--- config.mk ---
export PLATFORM = sky130hd
export DESIGN_NAME = pvcs_regs
export DESIGN_NICKNAME = d
export VERILOG_FILES = /design/src/pvcs_pkg.sv /design/src/pvcs_mem_if.sv /design/src/pvcs_hint_mem.sv /design/src/pvcs_regs.sv
export SDC_FILE = /design/constraint.sdc
export NUM_CORES = 1
export LEC_CHECK = 0
export ABC_CLOCK_PERIOD_IN_PS = 8000
export BUFFER_PORTS_ARGS = -buffer_cell sky130_fd_sc_hd__clkbuf_2
export CAP_MARGIN = 20
export CORE_MARGIN = 8
export CORE_UTILIZATION = 53
export CTS_CLUSTER_DIAMETER = 50
export DETAILED_ROUTE_END_ITERATION = 12
export MAX_ROUTING_LAYER = met4
export PLACE_DENSITY_LB_ADDON = 0.2
export SLEW_MARGIN = 20
export SYNTH_ARGS = -nofsm -noshare
export SYNTH_HDL_FRONTEND = slang
export SYNTH_SLANG_ARGS = --single-unit
--- constraint.sdc ---
create_clock -name mclk_in -period 8 [get_ports mclk_in]
set_input_delay 0.8 -clock mclk_in [delete_from_list [all_inputs] [get_ports mclk_in]]
set_output_delay 0.8 -clock mclk_in [all_outputs]
set_load 0.005 [all_outputs]
--- src/pvcs_pkg.sv ---
// ****************************************************************
// constants of the per-virtual-processor config and schedule bank
// ****************************************************************
package pvcs_pkg;
  // coprocessor register number and selects of this bank
  localparam logic [4:0] PVCS_COP_REG = 5'h01;
  localparam logic [2:0] PVCS_SEL_COP_RES = 3'h3; // coprocessor_resource_config
  localparam logic [2:0] PVCS_SEL_QMASK = 3'h4; // suspend_qualifier_mask
  localparam logic [2:0] PVCS_SEL_HINT = 3'h5; // scheduler_hint
  localparam logic [2:0] PVCS_SEL_FBACK = 3'h6; // scheduler_feedback
  localparam logic [2:0] PVCS_SEL_WAYOPT = 3'h7; // cache_way_options
  // coprocessor_resource_config field positions
  localparam int PVCS_UDI_LSB = 20; // udi_context_count 27:20
  localparam int PVCS_COP2_LSB = 10; // cop_two_context_count 17:10
  localparam int PVCS_COP1_LSB = 0; // cop_one_context_count 7:0
  localparam int PVCS_CNT_W = 8;
  localparam logic [31:0] PVCS_COP_RES_WMASK = 32'h0ff3fcff; // writable fields
  localparam logic [31:0] PVCS_COP_RES_RSVD = 32'hf00c0300; // reads as zero
  // suspend_qualifier_mask layout
  localparam int PVCS_QMASK_W = 31; // bits 30:0, bit 31 reads zero
  localparam logic [30:0] PVCS_QMASK_RESET = 31'h00000000;
  // cache_way_options layout
  localparam int PVCS_DWX_LSB = 0; // dcache_way_exclusion_mask 7:0
  localparam int PVCS_IWX_LSB = 8; // icache_way_exclusion_mask 15:8
  localparam int PVCS_WAYS = 8;
  localparam logic [15:0] PVCS_WAYOPT_RESET = 16'h0000;
  // scheduler hint and feedback reset values
  localparam logic [31:0] PVCS_HINT_RESET = 32'h00000000;
  localparam logic [31:0] PVCS_FBACK_RESET = 32'h00000000;
  // hint bits used as a weight, and cycles of the read path
  localparam int PVCS_WEIGHT_W = 4;
  localparam int PVCS_RD_LATENCY = 2;
  // exception_cause_field value for an illegal qualifier
  localparam int PVCS_EXC_W = 3;
  localparam logic [2:0] PVCS_EXC_BAD_QUAL = 3'h3;
  // scheduler states, gray along fetch -> grant
  typedef enum logic [1:0] {
    PVCS_SCH_IDLE = 2'b00,
    PVCS_SCH_FETCH = 2'b01,
    PVCS_SCH_GRANT = 2'b11
  } pvcs_sch_t;
endpackage : pvcs_pkg

--- src/pvcs_mem_if.sv ---
`timescale 1ns/1ps
// ****************************************************************
// carrier between the bank and its hint memory
// ****************************************************************
interface pvcs_mem_if #(parameter int WIDTH = 32, parameter int AW = 1);
  logic we; // write strobe
  logic [AW-1:0] waddr; // word written
  logic [WIDTH-1:0] wdata; // data written
  logic [AW-1:0] ra_addr; // software read port
  logic [WIDTH-1:0] ra_data;
  logic [AW-1:0] rb_addr; // scheduler read port
  logic [WIDTH-1:0] rb_data;
  modport ctrl (output we, waddr, wdata, ra_addr, rb_addr, input ra_data, rb_data);
  modport mem (input we, waddr, wdata, ra_addr, rb_addr, output ra_data, rb_data);
endinterface : pvcs_mem_if

--- src/pvcs_hint_mem.sv ---
`timescale 1ns/1ps
// ****************************************************************
// per-virtual-processor hint words, registered read ports
// ****************************************************************
module pvcs_hint_mem
  import pvcs_pkg::*;
#(
  parameter int DEPTH = 2,
  parameter int WIDTH = 32
) (
  input wire logic mclk_in,
  input wire logic reset_in,
  pvcs_mem_if.mem bus
);
  logic [WIDTH-1:0] words [DEPTH]; // one word per virtual processor

  // write port; reset clears all words so hint zero is the default
  always_ff @(posedge mclk_in) begin
    if (reset_in) begin
      for (int i = 0; i < DEPTH; i++) begin
        words[i] <= WIDTH'(PVCS_HINT_RESET);
      end
    end else if (bus.we) begin
      words[bus.waddr] <= bus.wdata;
    end
  end

  // both reads come out of a register, one cycle after the address
  always_ff @(posedge mclk_in) begin
    if (reset_in) begin
      bus.ra_data <= '0;
      bus.rb_data <= '0;
    end else begin
      bus.ra_data <= words[bus.ra_addr];
      bus.rb_data <= words[bus.rb_addr];
    end
  end
endmodule : pvcs_hint_mem

--- src/pvcs_regs.sv ---
`timescale 1ns/1ps
// Operation
// RULE1 - resource register writable only under config permission
// RULE2 - bits 27:20 give preset udi context count
// RULE3 - bits 17:10 give second coprocessor contexts
// RULE4 - bits 7:0 give first coprocessor contexts
// RULE5 - resource reserved bits read zero, written zero
// RULE6 - qualifier mask 30:0 read-write, resets zero
// RULE7 - qualifier mask bit 31 reads zero
// RULE8 - illegal suspend qualifier raises exception cause 3
// RULE9 - unimplemented qualifier mask bits hard-wired zero
// RULE10 - hint zero gives well-behaved default scheduling
// RULE11 - two-level bandwidth: processor share, then threads
// RULE12 - feedback counts retired instructions until cleared
// RULE13 - bits 15:8 instruction way exclusion, when enabled
// RULE14 - partitioning capability field marks exclusion fields
// RULE15 - every virtual processor has own register copies
// RULE16 - set instruction bit blocks that way allocation
// RULE17 - bits 7:0 data way exclusion mask
// RULE18 - way options bits 31:16 read zero
// RULE19 - locked resource register writes are ignored
module pvcs_regs
  import pvcs_pkg::*;
#(
  parameter int NUM_VPE = 2,
  parameter int QUAL_INPUTS = 31,
  parameter logic [7:0] UDI_CONTEXTS = 8'h01,
  parameter logic [7:0] COP2_CONTEXTS = 8'h00,
  parameter logic [7:0] COP1_CONTEXTS = 8'h01,
  parameter bit PARTITION_CAP = 1'b1,
  localparam int VW = (NUM_VPE > 1) ? $clog2(NUM_VPE) : 1
) (
  input wire logic mclk_in,
  input wire logic reset_in,
  input wire logic cop_wr_in,
  input wire logic cop_rd_in,
  input wire logic [4:0] cop_reg_in,
  input wire logic [2:0] cop_sel_in,
  input wire logic [VW-1:0] cop_vpe_in,
  input wire logic [31:0] cop_wdata_in,
  output logic [31:0] cop_rdata_out,
  output logic cop_rvalid_out,
  input wire logic config_permission_bit_in,
  input wire logic partition_enable_in,
  output logic partitioning_capability_field_out,
  input wire logic thread_suspend_instruction_valid_in,
  input wire logic [VW-1:0] thread_suspend_instruction_vpe_in,
  input wire logic [31:0] source_operand_in,
  output logic thread_suspend_instruction_exc_out,
  output logic [PVCS_EXC_W-1:0] exception_cause_field_out,
  input wire logic [NUM_VPE-1:0] vpe_ready_in,
  output logic issue_valid_out,
  output logic [VW-1:0] issue_vpe_out,
  input wire logic retire_valid_in,
  input wire logic [VW-1:0] retire_vpe_in,
  input wire logic alloc_valid_in,
  input wire logic [VW-1:0] alloc_vpe_in,
  output logic [PVCS_WAYS-1:0] icache_way_allowed_out,
  output logic [PVCS_WAYS-1:0] dcache_way_allowed_out
);
  // ****************************************************************
  // parameter checks and constants
  // ****************************************************************
  if (NUM_VPE < 2 || QUAL_INPUTS < 1 || QUAL_INPUTS > PVCS_QMASK_W) begin : g_bad_param
    $error("pvcs_regs: unsupported NUM_VPE or QUAL_INPUTS");
  end
  // implemented qualifier inputs; the rest of the mask stays zero
  localparam logic [30:0] QMASK_IMPL = 31'((64'h1 << QUAL_INPUTS) - 64'h1);

  // allowed ways: excluded ways masked only when partitioning is live
  function automatic logic [PVCS_WAYS-1:0] way_allow(input logic [PVCS_WAYS-1:0] excl, input logic live);
    way_allow = live ? ~excl : {PVCS_WAYS{1'b1}};
  endfunction : way_allow

  // ****************************************************************
  // per-virtual-processor state
  // ****************************************************************
  logic [31:0] cop_res [NUM_VPE]; // resource counts, preset
  logic [30:0] qmask [NUM_VPE]; // suspend_qualifier_mask
  logic [31:0] fback [NUM_VPE]; // scheduler_feedback
  logic [15:0] wayopt [NUM_VPE]; // cache_way_options low half
  logic hit; // bank is addressed
  logic rd_p1; // read stage one
  logic [2:0] rd_sel_p1;
  logic [VW-1:0] rd_vpe_p1;
  logic [2:0] rd_sel_out; // select of the word on cop_rdata_out
  pvcs_sch_t sch_state;
  logic [VW-1:0] sch_vpe; // virtual processor being served
  logic [VW-1:0] next_sch_vpe; // processor served after this edge
  logic [PVCS_WEIGHT_W:0] credit; // issue slots left in its share
  logic thread_suspend_instruction_bad; // operand names an unmasked qualifier
  pvcs_mem_if #(.WIDTH(32), .AW(VW)) hint_bus ();

  assign hit = (cop_reg_in == PVCS_COP_REG);

  // hint words live in their own memory
  pvcs_hint_mem #(.DEPTH(NUM_VPE), .WIDTH(32)) u_hint_mem (
    .mclk_in(mclk_in),
    .reset_in(reset_in),
    .bus(hint_bus.mem)
  );
  assign hint_bus.we = cop_wr_in && hit && (cop_sel_in == PVCS_SEL_HINT); // RULE10
  assign hint_bus.waddr = cop_vpe_in;
  assign hint_bus.wdata = cop_wdata_in;
  assign hint_bus.ra_addr = cop_vpe_in;
  // registered read needs the next processor's address a cycle early,
  // otherwise fetch would load the hint of the processor just left
  assign next_sch_vpe = (sch_state == PVCS_SCH_GRANT && !(vpe_ready_in[sch_vpe] && credit != '0))
                        ? ((sch_vpe == VW'(NUM_VPE - 1)) ? '0 : sch_vpe + 1'b1) : sch_vpe;
  assign hint_bus.rb_addr = next_sch_vpe; // RULE15

  // ****************************************************************
  // software writes
  // ****************************************************************
  // resource counts: preset at reset, changed only with permission
  always_ff @(posedge mclk_in) begin
    if (reset_in) begin
      for (int i = 0; i < NUM_VPE; i++) begin
        cop_res[i] <= {4'h0, UDI_CONTEXTS, 2'b00, COP2_CONTEXTS, 2'b00, COP1_CONTEXTS}; // RULE2 RULE3 RULE4 RULE15
      end
    end else if (cop_wr_in && hit && cop_sel_in == PVCS_SEL_COP_RES && config_permission_bit_in) begin // RULE1 RULE19
      cop_res[cop_vpe_in] <= cop_wdata_in & PVCS_COP_RES_WMASK; // RULE5
    end
  end

  // qualifier mask; unimplemented inputs never stored
  always_ff @(posedge mclk_in) begin
    if (reset_in) begin
      for (int i = 0; i < NUM_VPE; i++) begin
        qmask[i] <= PVCS_QMASK_RESET; // RULE6 RULE15
      end
    end else if (cop_wr_in && hit && cop_sel_in == PVCS_SEL_QMASK) begin
      qmask[cop_vpe_in] <= cop_wdata_in[30:0] & QMASK_IMPL; // RULE6 RULE9
    end
  end

  // way exclusion masks; upper half is not stored at all
  always_ff @(posedge mclk_in) begin
    if (reset_in) begin
      for (int i = 0; i < NUM_VPE; i++) begin
        wayopt[i] <= PVCS_WAYOPT_RESET;
      end
    end else if (cop_wr_in && hit && cop_sel_in == PVCS_SEL_WAYOPT) begin
      wayopt[cop_vpe_in] <= cop_wdata_in[15:0]; // RULE13 RULE17 RULE18
    end
  end

  // feedback: retire count; a retire in the write cycle is kept
  always_ff @(posedge mclk_in) begin
    if (reset_in) begin
      for (int i = 0; i < NUM_VPE; i++) begin
        fback[i] <= PVCS_FBACK_RESET;
      end
    end else begin
      for (int i = 0; i < NUM_VPE; i++) begin
        if (cop_wr_in && hit && cop_sel_in == PVCS_SEL_FBACK && cop_vpe_in == VW'(i)) begin
          fback[i] <= cop_wdata_in + {31'h0, retire_valid_in && retire_vpe_in == VW'(i)}; // RULE12
        end else if (retire_valid_in && retire_vpe_in == VW'(i)) begin
          fback[i] <= fback[i] + 32'h1; // RULE12
        end
      end
    end
  end

  // ****************************************************************
  // read path: two cycles; the first stage matches the one-cycle hint memory latency
  // ****************************************************************
  always_ff @(posedge mclk_in) begin
    if (reset_in) begin
      rd_p1 <= 1'b0;
      rd_sel_p1 <= 3'h0;
      rd_vpe_p1 <= '0;
    end else begin
      rd_p1 <= cop_rd_in;
      rd_sel_p1 <= hit ? cop_sel_in : 3'h0; // other registers read zero
      rd_vpe_p1 <= cop_vpe_in;
    end
  end

  // second stage composes the word
  always_ff @(posedge mclk_in) begin
    if (reset_in) begin
      cop_rvalid_out <= 1'b0;
      cop_rdata_out <= 32'h0;
      rd_sel_out <= 3'h0;
    end else begin
      cop_rvalid_out <= rd_p1;
      rd_sel_out <= rd_sel_p1;
      case (rd_sel_p1)
        PVCS_SEL_COP_RES: cop_rdata_out <= cop_res[rd_vpe_p1] & ~PVCS_COP_RES_RSVD; // RULE5
        PVCS_SEL_QMASK: cop_rdata_out <= {1'b0, qmask[rd_vpe_p1]}; // RULE7
        PVCS_SEL_HINT: cop_rdata_out <= hint_bus.ra_data;
        PVCS_SEL_FBACK: cop_rdata_out <= fback[rd_vpe_p1];
        PVCS_SEL_WAYOPT: cop_rdata_out <= {16'h0, wayopt[rd_vpe_p1]}; // RULE18
        default: cop_rdata_out <= 32'h0; // unmapped select
      endcase
    end
  end

  // ****************************************************************
  // suspend qualifier check
  // ****************************************************************
  assign thread_suspend_instruction_bad = !source_operand_in[31] && (source_operand_in != 32'h0)
                     && ((source_operand_in[30:0] & ~qmask[thread_suspend_instruction_vpe_in]) != 31'h0); // RULE8

  // exception pulse with its cause code
  always_ff @(posedge mclk_in) begin
    if (reset_in) begin
      thread_suspend_instruction_exc_out <= 1'b0;
      exception_cause_field_out <= '0;
    end else begin
      thread_suspend_instruction_exc_out <= thread_suspend_instruction_valid_in && thread_suspend_instruction_bad; // RULE8
      if (thread_suspend_instruction_valid_in && thread_suspend_instruction_bad) begin
        exception_cause_field_out <= PVCS_EXC_BAD_QUAL; // RULE8
      end
    end
  end

  // ****************************************************************
  // scheduler: hint weight gives a processor its share of slots
  // ****************************************************************
  // thread selection happens downstream inside the granted share,
  // so thread hints only split what this level hands out
  always_ff @(posedge mclk_in) begin
    if (reset_in) begin
      sch_state <= PVCS_SCH_IDLE;
      sch_vpe <= '0;
      credit <= '0;
      issue_valid_out <= 1'b0;
      issue_vpe_out <= '0;
    end else begin
      issue_valid_out <= 1'b0;
      case (sch_state)
        PVCS_SCH_IDLE: begin
          sch_state <= PVCS_SCH_FETCH;
        end
        PVCS_SCH_FETCH: begin
          // hint zero gives weight one: equal round robin by default
          credit <= {1'b0, hint_bus.rb_data[PVCS_WEIGHT_W-1:0]} + 1'b1; // RULE10 RULE11
          sch_state <= PVCS_SCH_GRANT;
        end
        PVCS_SCH_GRANT: begin
          if (vpe_ready_in[sch_vpe] && credit != '0) begin
            issue_valid_out <= 1'b1; // RULE11
            issue_vpe_out <= sch_vpe;
            credit <= credit - 1'b1;
          end else begin
            // idle or exhausted processor gives up its turn
            sch_vpe <= next_sch_vpe;
            sch_state <= PVCS_SCH_FETCH;
          end
        end
        default: sch_state <= PVCS_SCH_IDLE;
      endcase
    end
  end

  // ****************************************************************
  // cache allocation gates
  // ****************************************************************
  always_ff @(posedge mclk_in) begin
    if (reset_in) begin
      icache_way_allowed_out <= {PVCS_WAYS{1'b1}};
      dcache_way_allowed_out <= {PVCS_WAYS{1'b1}};
      partitioning_capability_field_out <= 1'b0;
    end else begin
      partitioning_capability_field_out <= PARTITION_CAP; // RULE14
      if (alloc_valid_in) begin
        icache_way_allowed_out <= way_allow(wayopt[alloc_vpe_in][15:8], PARTITION_CAP && partition_enable_in); // RULE13 RULE16
        dcache_way_allowed_out <= way_allow(wayopt[alloc_vpe_in][7:0], PARTITION_CAP && partition_enable_in); // RULE17
      end
    end
  end

  // ****************************************************************
  // checks
  // ****************************************************************
  logic [31:0] cop_res_sel; // resource word being addressed
  logic [VW-1:0] chk_vpe; // address of the previous cycle
  logic [31:0] cop_res_prev;
  assign cop_res_sel = cop_res[cop_vpe_in];
  assign cop_res_prev = cop_res[chk_vpe];
  always_ff @(posedge mclk_in) begin
    chk_vpe <= cop_vpe_in;
  end
endmodule : pvcs_regs

# After elaboration in Yosys (flattened, before gate mapping)
# Memories as Yosys holds them, arrays and structs flattened. A register that Yosys moved wholly into a read port is not among the register bits.
# Index checks and enable logic that the tools add are counted.
# Widths: inputs -> output; s select.
[totals]
ff_bits = 66
in_bits = 87
out_inout_bits = 56
word_cells = 148
memories = 5
mem_bits_rw = 270
[mem_list]
columns = ["memory", "words", "word_bits", "read_ports", "rd_ports_with_merged_regs", "write_ports", "line", "rtl"]
rows = [
  ["fback", 2, 32, 3, 1, 2, "pvcs_regs.sv:80", "logic [31:0] fback [NUM_VPE];"],
  ["u_hint_mem.words", 2, 32, 2, 2, 2, "pvcs_hint_mem.sv:15", "logic [WIDTH-1:0] words [DEPTH];"],
  ["qmask", 2, 31, 2, 1, 2, "pvcs_regs.sv:79", "logic [30:0] qmask [NUM_VPE];"],
  ["cop_res", 2, 24, 1, 1, 2, "pvcs_regs.sv:78", "logic [31:0] cop_res [NUM_VPE];"],
  ["wayopt", 2, 16, 2, 1, 2, "pvcs_regs.sv:81", "logic [15:0] wayopt [NUM_VPE];"],
]
[classes]
muxes = 61
n_addsub = 7
eq_ne = 15
n_lt_le_gt_ge = 1
n_reduce_logical = 32
bitwise = 13
[op_table]
columns = ["op", "count"]
rows = [
  ["$mux 32", 5],
  ["$pmux 32 s5", 1],
  ["$add 32x1->32", 2],
  ["$add 32x1->32 const B", 2],
  ["$mux 1", 46],
  ["$reduce_bool 32->1", 1],
  ["$reduce_or 32->1", 1],
  ["$and 31x31->31", 1],
  ["$mux 31", 1],
  ["$not 31->31", 1],
  ["$reduce_bool 31->1", 1],
  ["$reduce_or 31->1", 1],
  ["$eq 3x3->1 const B", 8],
  ["$mux 24", 1],
  ["$reduce_or 24->1", 1],
  ["$logic_and 1x1->1", 16],
  ["$mux 16", 1],
  ["$mux 8", 2],
  ["$not 8->8", 2],
  ["$reduce_or 16->1", 1],
  ["$pmux 5 s2", 1],
  ["$eq 3x2->1 const B", 2],
  ["$pmux 2 s3", 1],
  ["$reduce_and 2->1", 3],
  ["other kinds (18)", 27],
]

# Longest topological paths before layout
[depth]
depth_word = 9
depth_mapped = 9
depth_no_buf = 9

# Cells and area by module
# From an unflattened synthesis, not the netlist that was laid out.
[hier_totals]
cells_unflattened = 1725
hier_area_um2 = 19458.7
[modules_own_cells]
columns = ["module", "area_per_inst_um2", "n_inst", "cells_per_inst", "seq_area_each_um2"]
rows = [
  ["pvcs_regs", 14816.7, 1, 1379, 7527.2],
  ["pvcs_hint_mem", 4642.0, 1, 346, 3203.1],
]

# Worst setup path before layout
# Ideal clock, no wire load.
[synth_timing]
path_type = "input to register"
from = "input port cop_reg_in[1]"
to = "memory fback[0][0] (enable)"
path_buffers = 0
setup_time_ps = 533
cell_stages = 3
t_required_ps = 7467
arrival_time_ps = 5108
slack_ps = 2359
path_cell_list = "nor3b_1 > nand4_1 > o311ai_0"
[synth_rtl]
columns = ["item", "line", "rtl"]
rows = [
  ["from (decl)", "pvcs_regs.sv:37", "input wire logic [4:0] cop_reg_in,"],
  ["to (decl)", "pvcs_regs.sv:80", ""],
]

==> metrics.md <==
| Metric | Value |
|---|---|
| Count leader, synth | edfxtp_1 |
| Crit path from | cop_vpe_in |
| TNS Setup | 0 ns |
| RSZ-0062 raised after global routing | false |
| Largest family of logic cells by synthesized area | simple AND/OR/NAND/NOR gates |
| Cell count after placement | 2162 |
| Post-synth top area cell | edfxtp_1 |
| IO buf count | 141 |
| Syn_nets | 1767 |
| Avg WL per Cell | 24.9 µm |
| Hold buffer count at CTS | 0 |
| Worst-path cell chain | clkbuf_2 -> buf_4 -> inv_1 -> or2_2 -> nor2_1 -> and2_1 |
| Slowest cell on the critical path | nor2_1 |
| CP arrival | 3.31 ns |
| Clock skew | 0.0195 ns |
| Die Area | 41200 µm² |
| Mapped Cells | 1671 |
| Critical path's top delay family | simple AND/OR/NAND/NOR gates |
| First-pass GRT wire length | 83.1 mm |
| Post-Synth Adder-Cell Area | 0.607% |
| Die W | 203 µm |
| PwrDens | 222 nW/µm² |
| Data required, critical path | 8.41 ns |
| Largest net degree at the start of global routing | 69 |
| Initial DRC Count | 1163 |
| Yosys warns | 0 |
| I/O pin count | 143 |
| Worst VDD drop | 139 µV |
| Clk Latency, worst-skew pair | 0.55 ns |
| Final wirelength | 55.8 mm |
| GRT overflow | 0 |
| # setup viols final | 0 |
| Core area | 34500 µm² |
| Post-synthesis compound-gate area fraction | 9.30% |
| Worst hold margin | 0.438 ns |
| Post-synthesis xor/xnor area fraction | 5.85% |
| Startpoint class of the critical path | input port |
| Min cycle time layout | 2.90 ns |
| Fin util | 61.3% |
| TritonRoute pass-1 iters | 7 |
| Vias in the first global route | 13300 |
| Share of cells above drive strength 1 | 18.4% |
| Hold WC Path Type | flop to flop |
| Starting Density | 53.7% |
| Dpl hpwl | 38.4 mm |
| Seq/Total Area, Yosys | 54.8% |
| Clock buffer depth | 3 |
| FILL cells | 2849 |
| Syn avg cell area | 11.1 µm² |
| Antenna Cells | 0 |
| Drt via density | 6.09 |
| Synth area leaders | edfxtp_1, dfxtp_1, and2_1 |
| Hold Violations, Final | 0 |
| Initial antenna violation count | 0 |
| Yosys cell types | 64 |
| CP peak stage delay | 0.82 ns |
| HP Start | rd_p1 |
| Total setup buffers inserted after CTS | 0 |
| Critical path class | input port to flop |
| Status | completed |
| Final Total Pwr | 4.70 mW |
| Critical path buffers and inverters | 3 |
| Most common library cells after synthesis | edfxtp_1, and2_1, nor2_1 |
| Fin crit share | 36.3% |
| Ys flop type | edfxtp_1 |
| Final #Nets | 1851 |
| Gr usage total | 27.1% |
| Row count | 68 |
| GPL Wtd Cong | 0.914 |
| Max-slew violations | 0 |
| CTS tree | built |
| Post-synth top area share | 43.7% |
| Post-synth EDFFs | 270 |
| Worst setup EP type | flop |
| Crit-path max FO | 38 |
| TritonCTS Buffers | 44 |
| Clk sinks | 373 |
| Via count | 13700 |
| Peak Freq | 345 MHz |
| Reg clk slew, reported paths | 0.06 ns |
| Slew @ Worst Pin | 1.02 ns |
| Maxcap violations | 0 |
| CTS Root Buffer Type | clkbuf_16 |
| FF+latch count, synth | 373 |
| H-tree levels | 2 |
| Non-Filler Instances | 2245 |
| Remaining DRCs | 0 |
| Pleak | 7.73 nW |
| Antenna-violating nets left | 0 |
| Post-Synth Simple-Gate Area | 18.0% |
| Layout area overhead | 14.2% |
| Chip height | 203 µm |
| Rel. slew slack | 31.5% |
| Synth Cell Area | 18600 µm² |
| Multiplexer share of the synthesized area | 8.05% |
| Asr flop ratio synth | 0% |
| Cts repair resizes | 0 |
==> registers in the layout, summed over array words and instances, names as in the netlist, 2 cells and up, named ones only <==
| signal | flops |
|---|---|
| credit | 5 |
| wayopt | 32 |
| rd_sel_p1 | 3 |
| fback | 64 |
| u_hint_mem.bus.ra_data | 32 |
| dcache_way_allowed_out | 8 |
| icache_way_allowed_out | 8 |
| u_hint_mem.bus.rb_data | 4 |
| cop_rdata_out | 32 |
| u_hint_mem.words | 64 |
| qmask | 62 |
| sch_state | 2 |
| cop_res | 48 |
==> where the power goes <==
part,leakage (nW),switching [mW],internal (mW)
Combinational,3.48,0.233,0.128
Sequential,3.48,0.0706,2.17
Clock,0.766,0.826,1.27
Total,7.73,1.13,3.57
==> area by class of cell <==
type	instances	area [µm²]	share of cell area [%]
Inverter	21	78.8	0.372
Timing Repair Buffer	170	963	4.55
Sequential cell	373	10200	48.0
Clock inverter	20	225	1.06
Clock buffer	61	1320	6.21
Tap cell	455	569	2.69
Multi-Input combinational cell	1145	7850	37.1
==> layer usage <==
| metal | up-vias | global-route usage (%) | part of all wire (%) |
|---|---|---|---|
| met3 | 105 | 4.18 | 7.3 |
| met5 | - | - | 0 |
| li1 | 6255 | - | - |
| met2 | 626 | 43.6 | 49 |
| met4 | 0 | 9.92 | 3.7 |
| met1 | 6694 | 34.5 | 40 |
==> per-stage QoR <==
stage | area, µm² | setup WS (ns)
finish | 21200 | 5.10
global route | 21200 | 4.98
CTS | 21100 | 5.06
detailed placement | 19600 | 4.52
global placement | 19600 | 4.61
floorplan | 18600 | 2.36
==> cells by family (layout without fill, tap and decap cells) <==
family,after synthesis,in the layout
other,1,1
AND/OR/NAND/NOR,625,625
AO/OA/AOI/OAI,245,245
XOR/XNOR,123,123
adder cells (fa/ha/maj),9,9
buffers and inverters,153,272
multiplexers,142,142
flip-flops,373,373
==> worst paths after layout <==
check                                         end  slack, ns  cells after the start
worst min-delay path               cop_rvalid_out       0.44                      1
worst min register to register     cop_rvalid_out       0.44                      1
worst max register to register  cop_rdata_out[30]       5.32                      4
worst max-delay path                wayopt[1][14]       5.10                      6
==> cell usage in the layout (no fill, tap or decap), types with 8 or more instances in the layout <==
master,netlist,layout
a211oi_1,24,24
a21oi_1,44,44
a221oi_1,50,50
a22oi_1,29,29
and2_1,205,206
and3_1,12,12
and4_1,13,13
buf_4,4,27
clkbuf_16,0,49
clkbuf_2,0,141
dfxtp_1,103,102
edfxtp_1,270,270
ha_1,9,9
inv_1,21,21
mux2_2,47,47
mux2i_1,94,94
nand2_1,82,82
nand2b_1,8,8
nand3_1,44,44
nand4_1,30,30
nor2_1,155,153
nor3_1,22,21
nor4_1,14,14
o21ai_0,18,11
o22ai_1,51,51
xnor2_1,48,48
xor2_1,74,74
No activity file was read; power rests on OpenSTA's default activity.
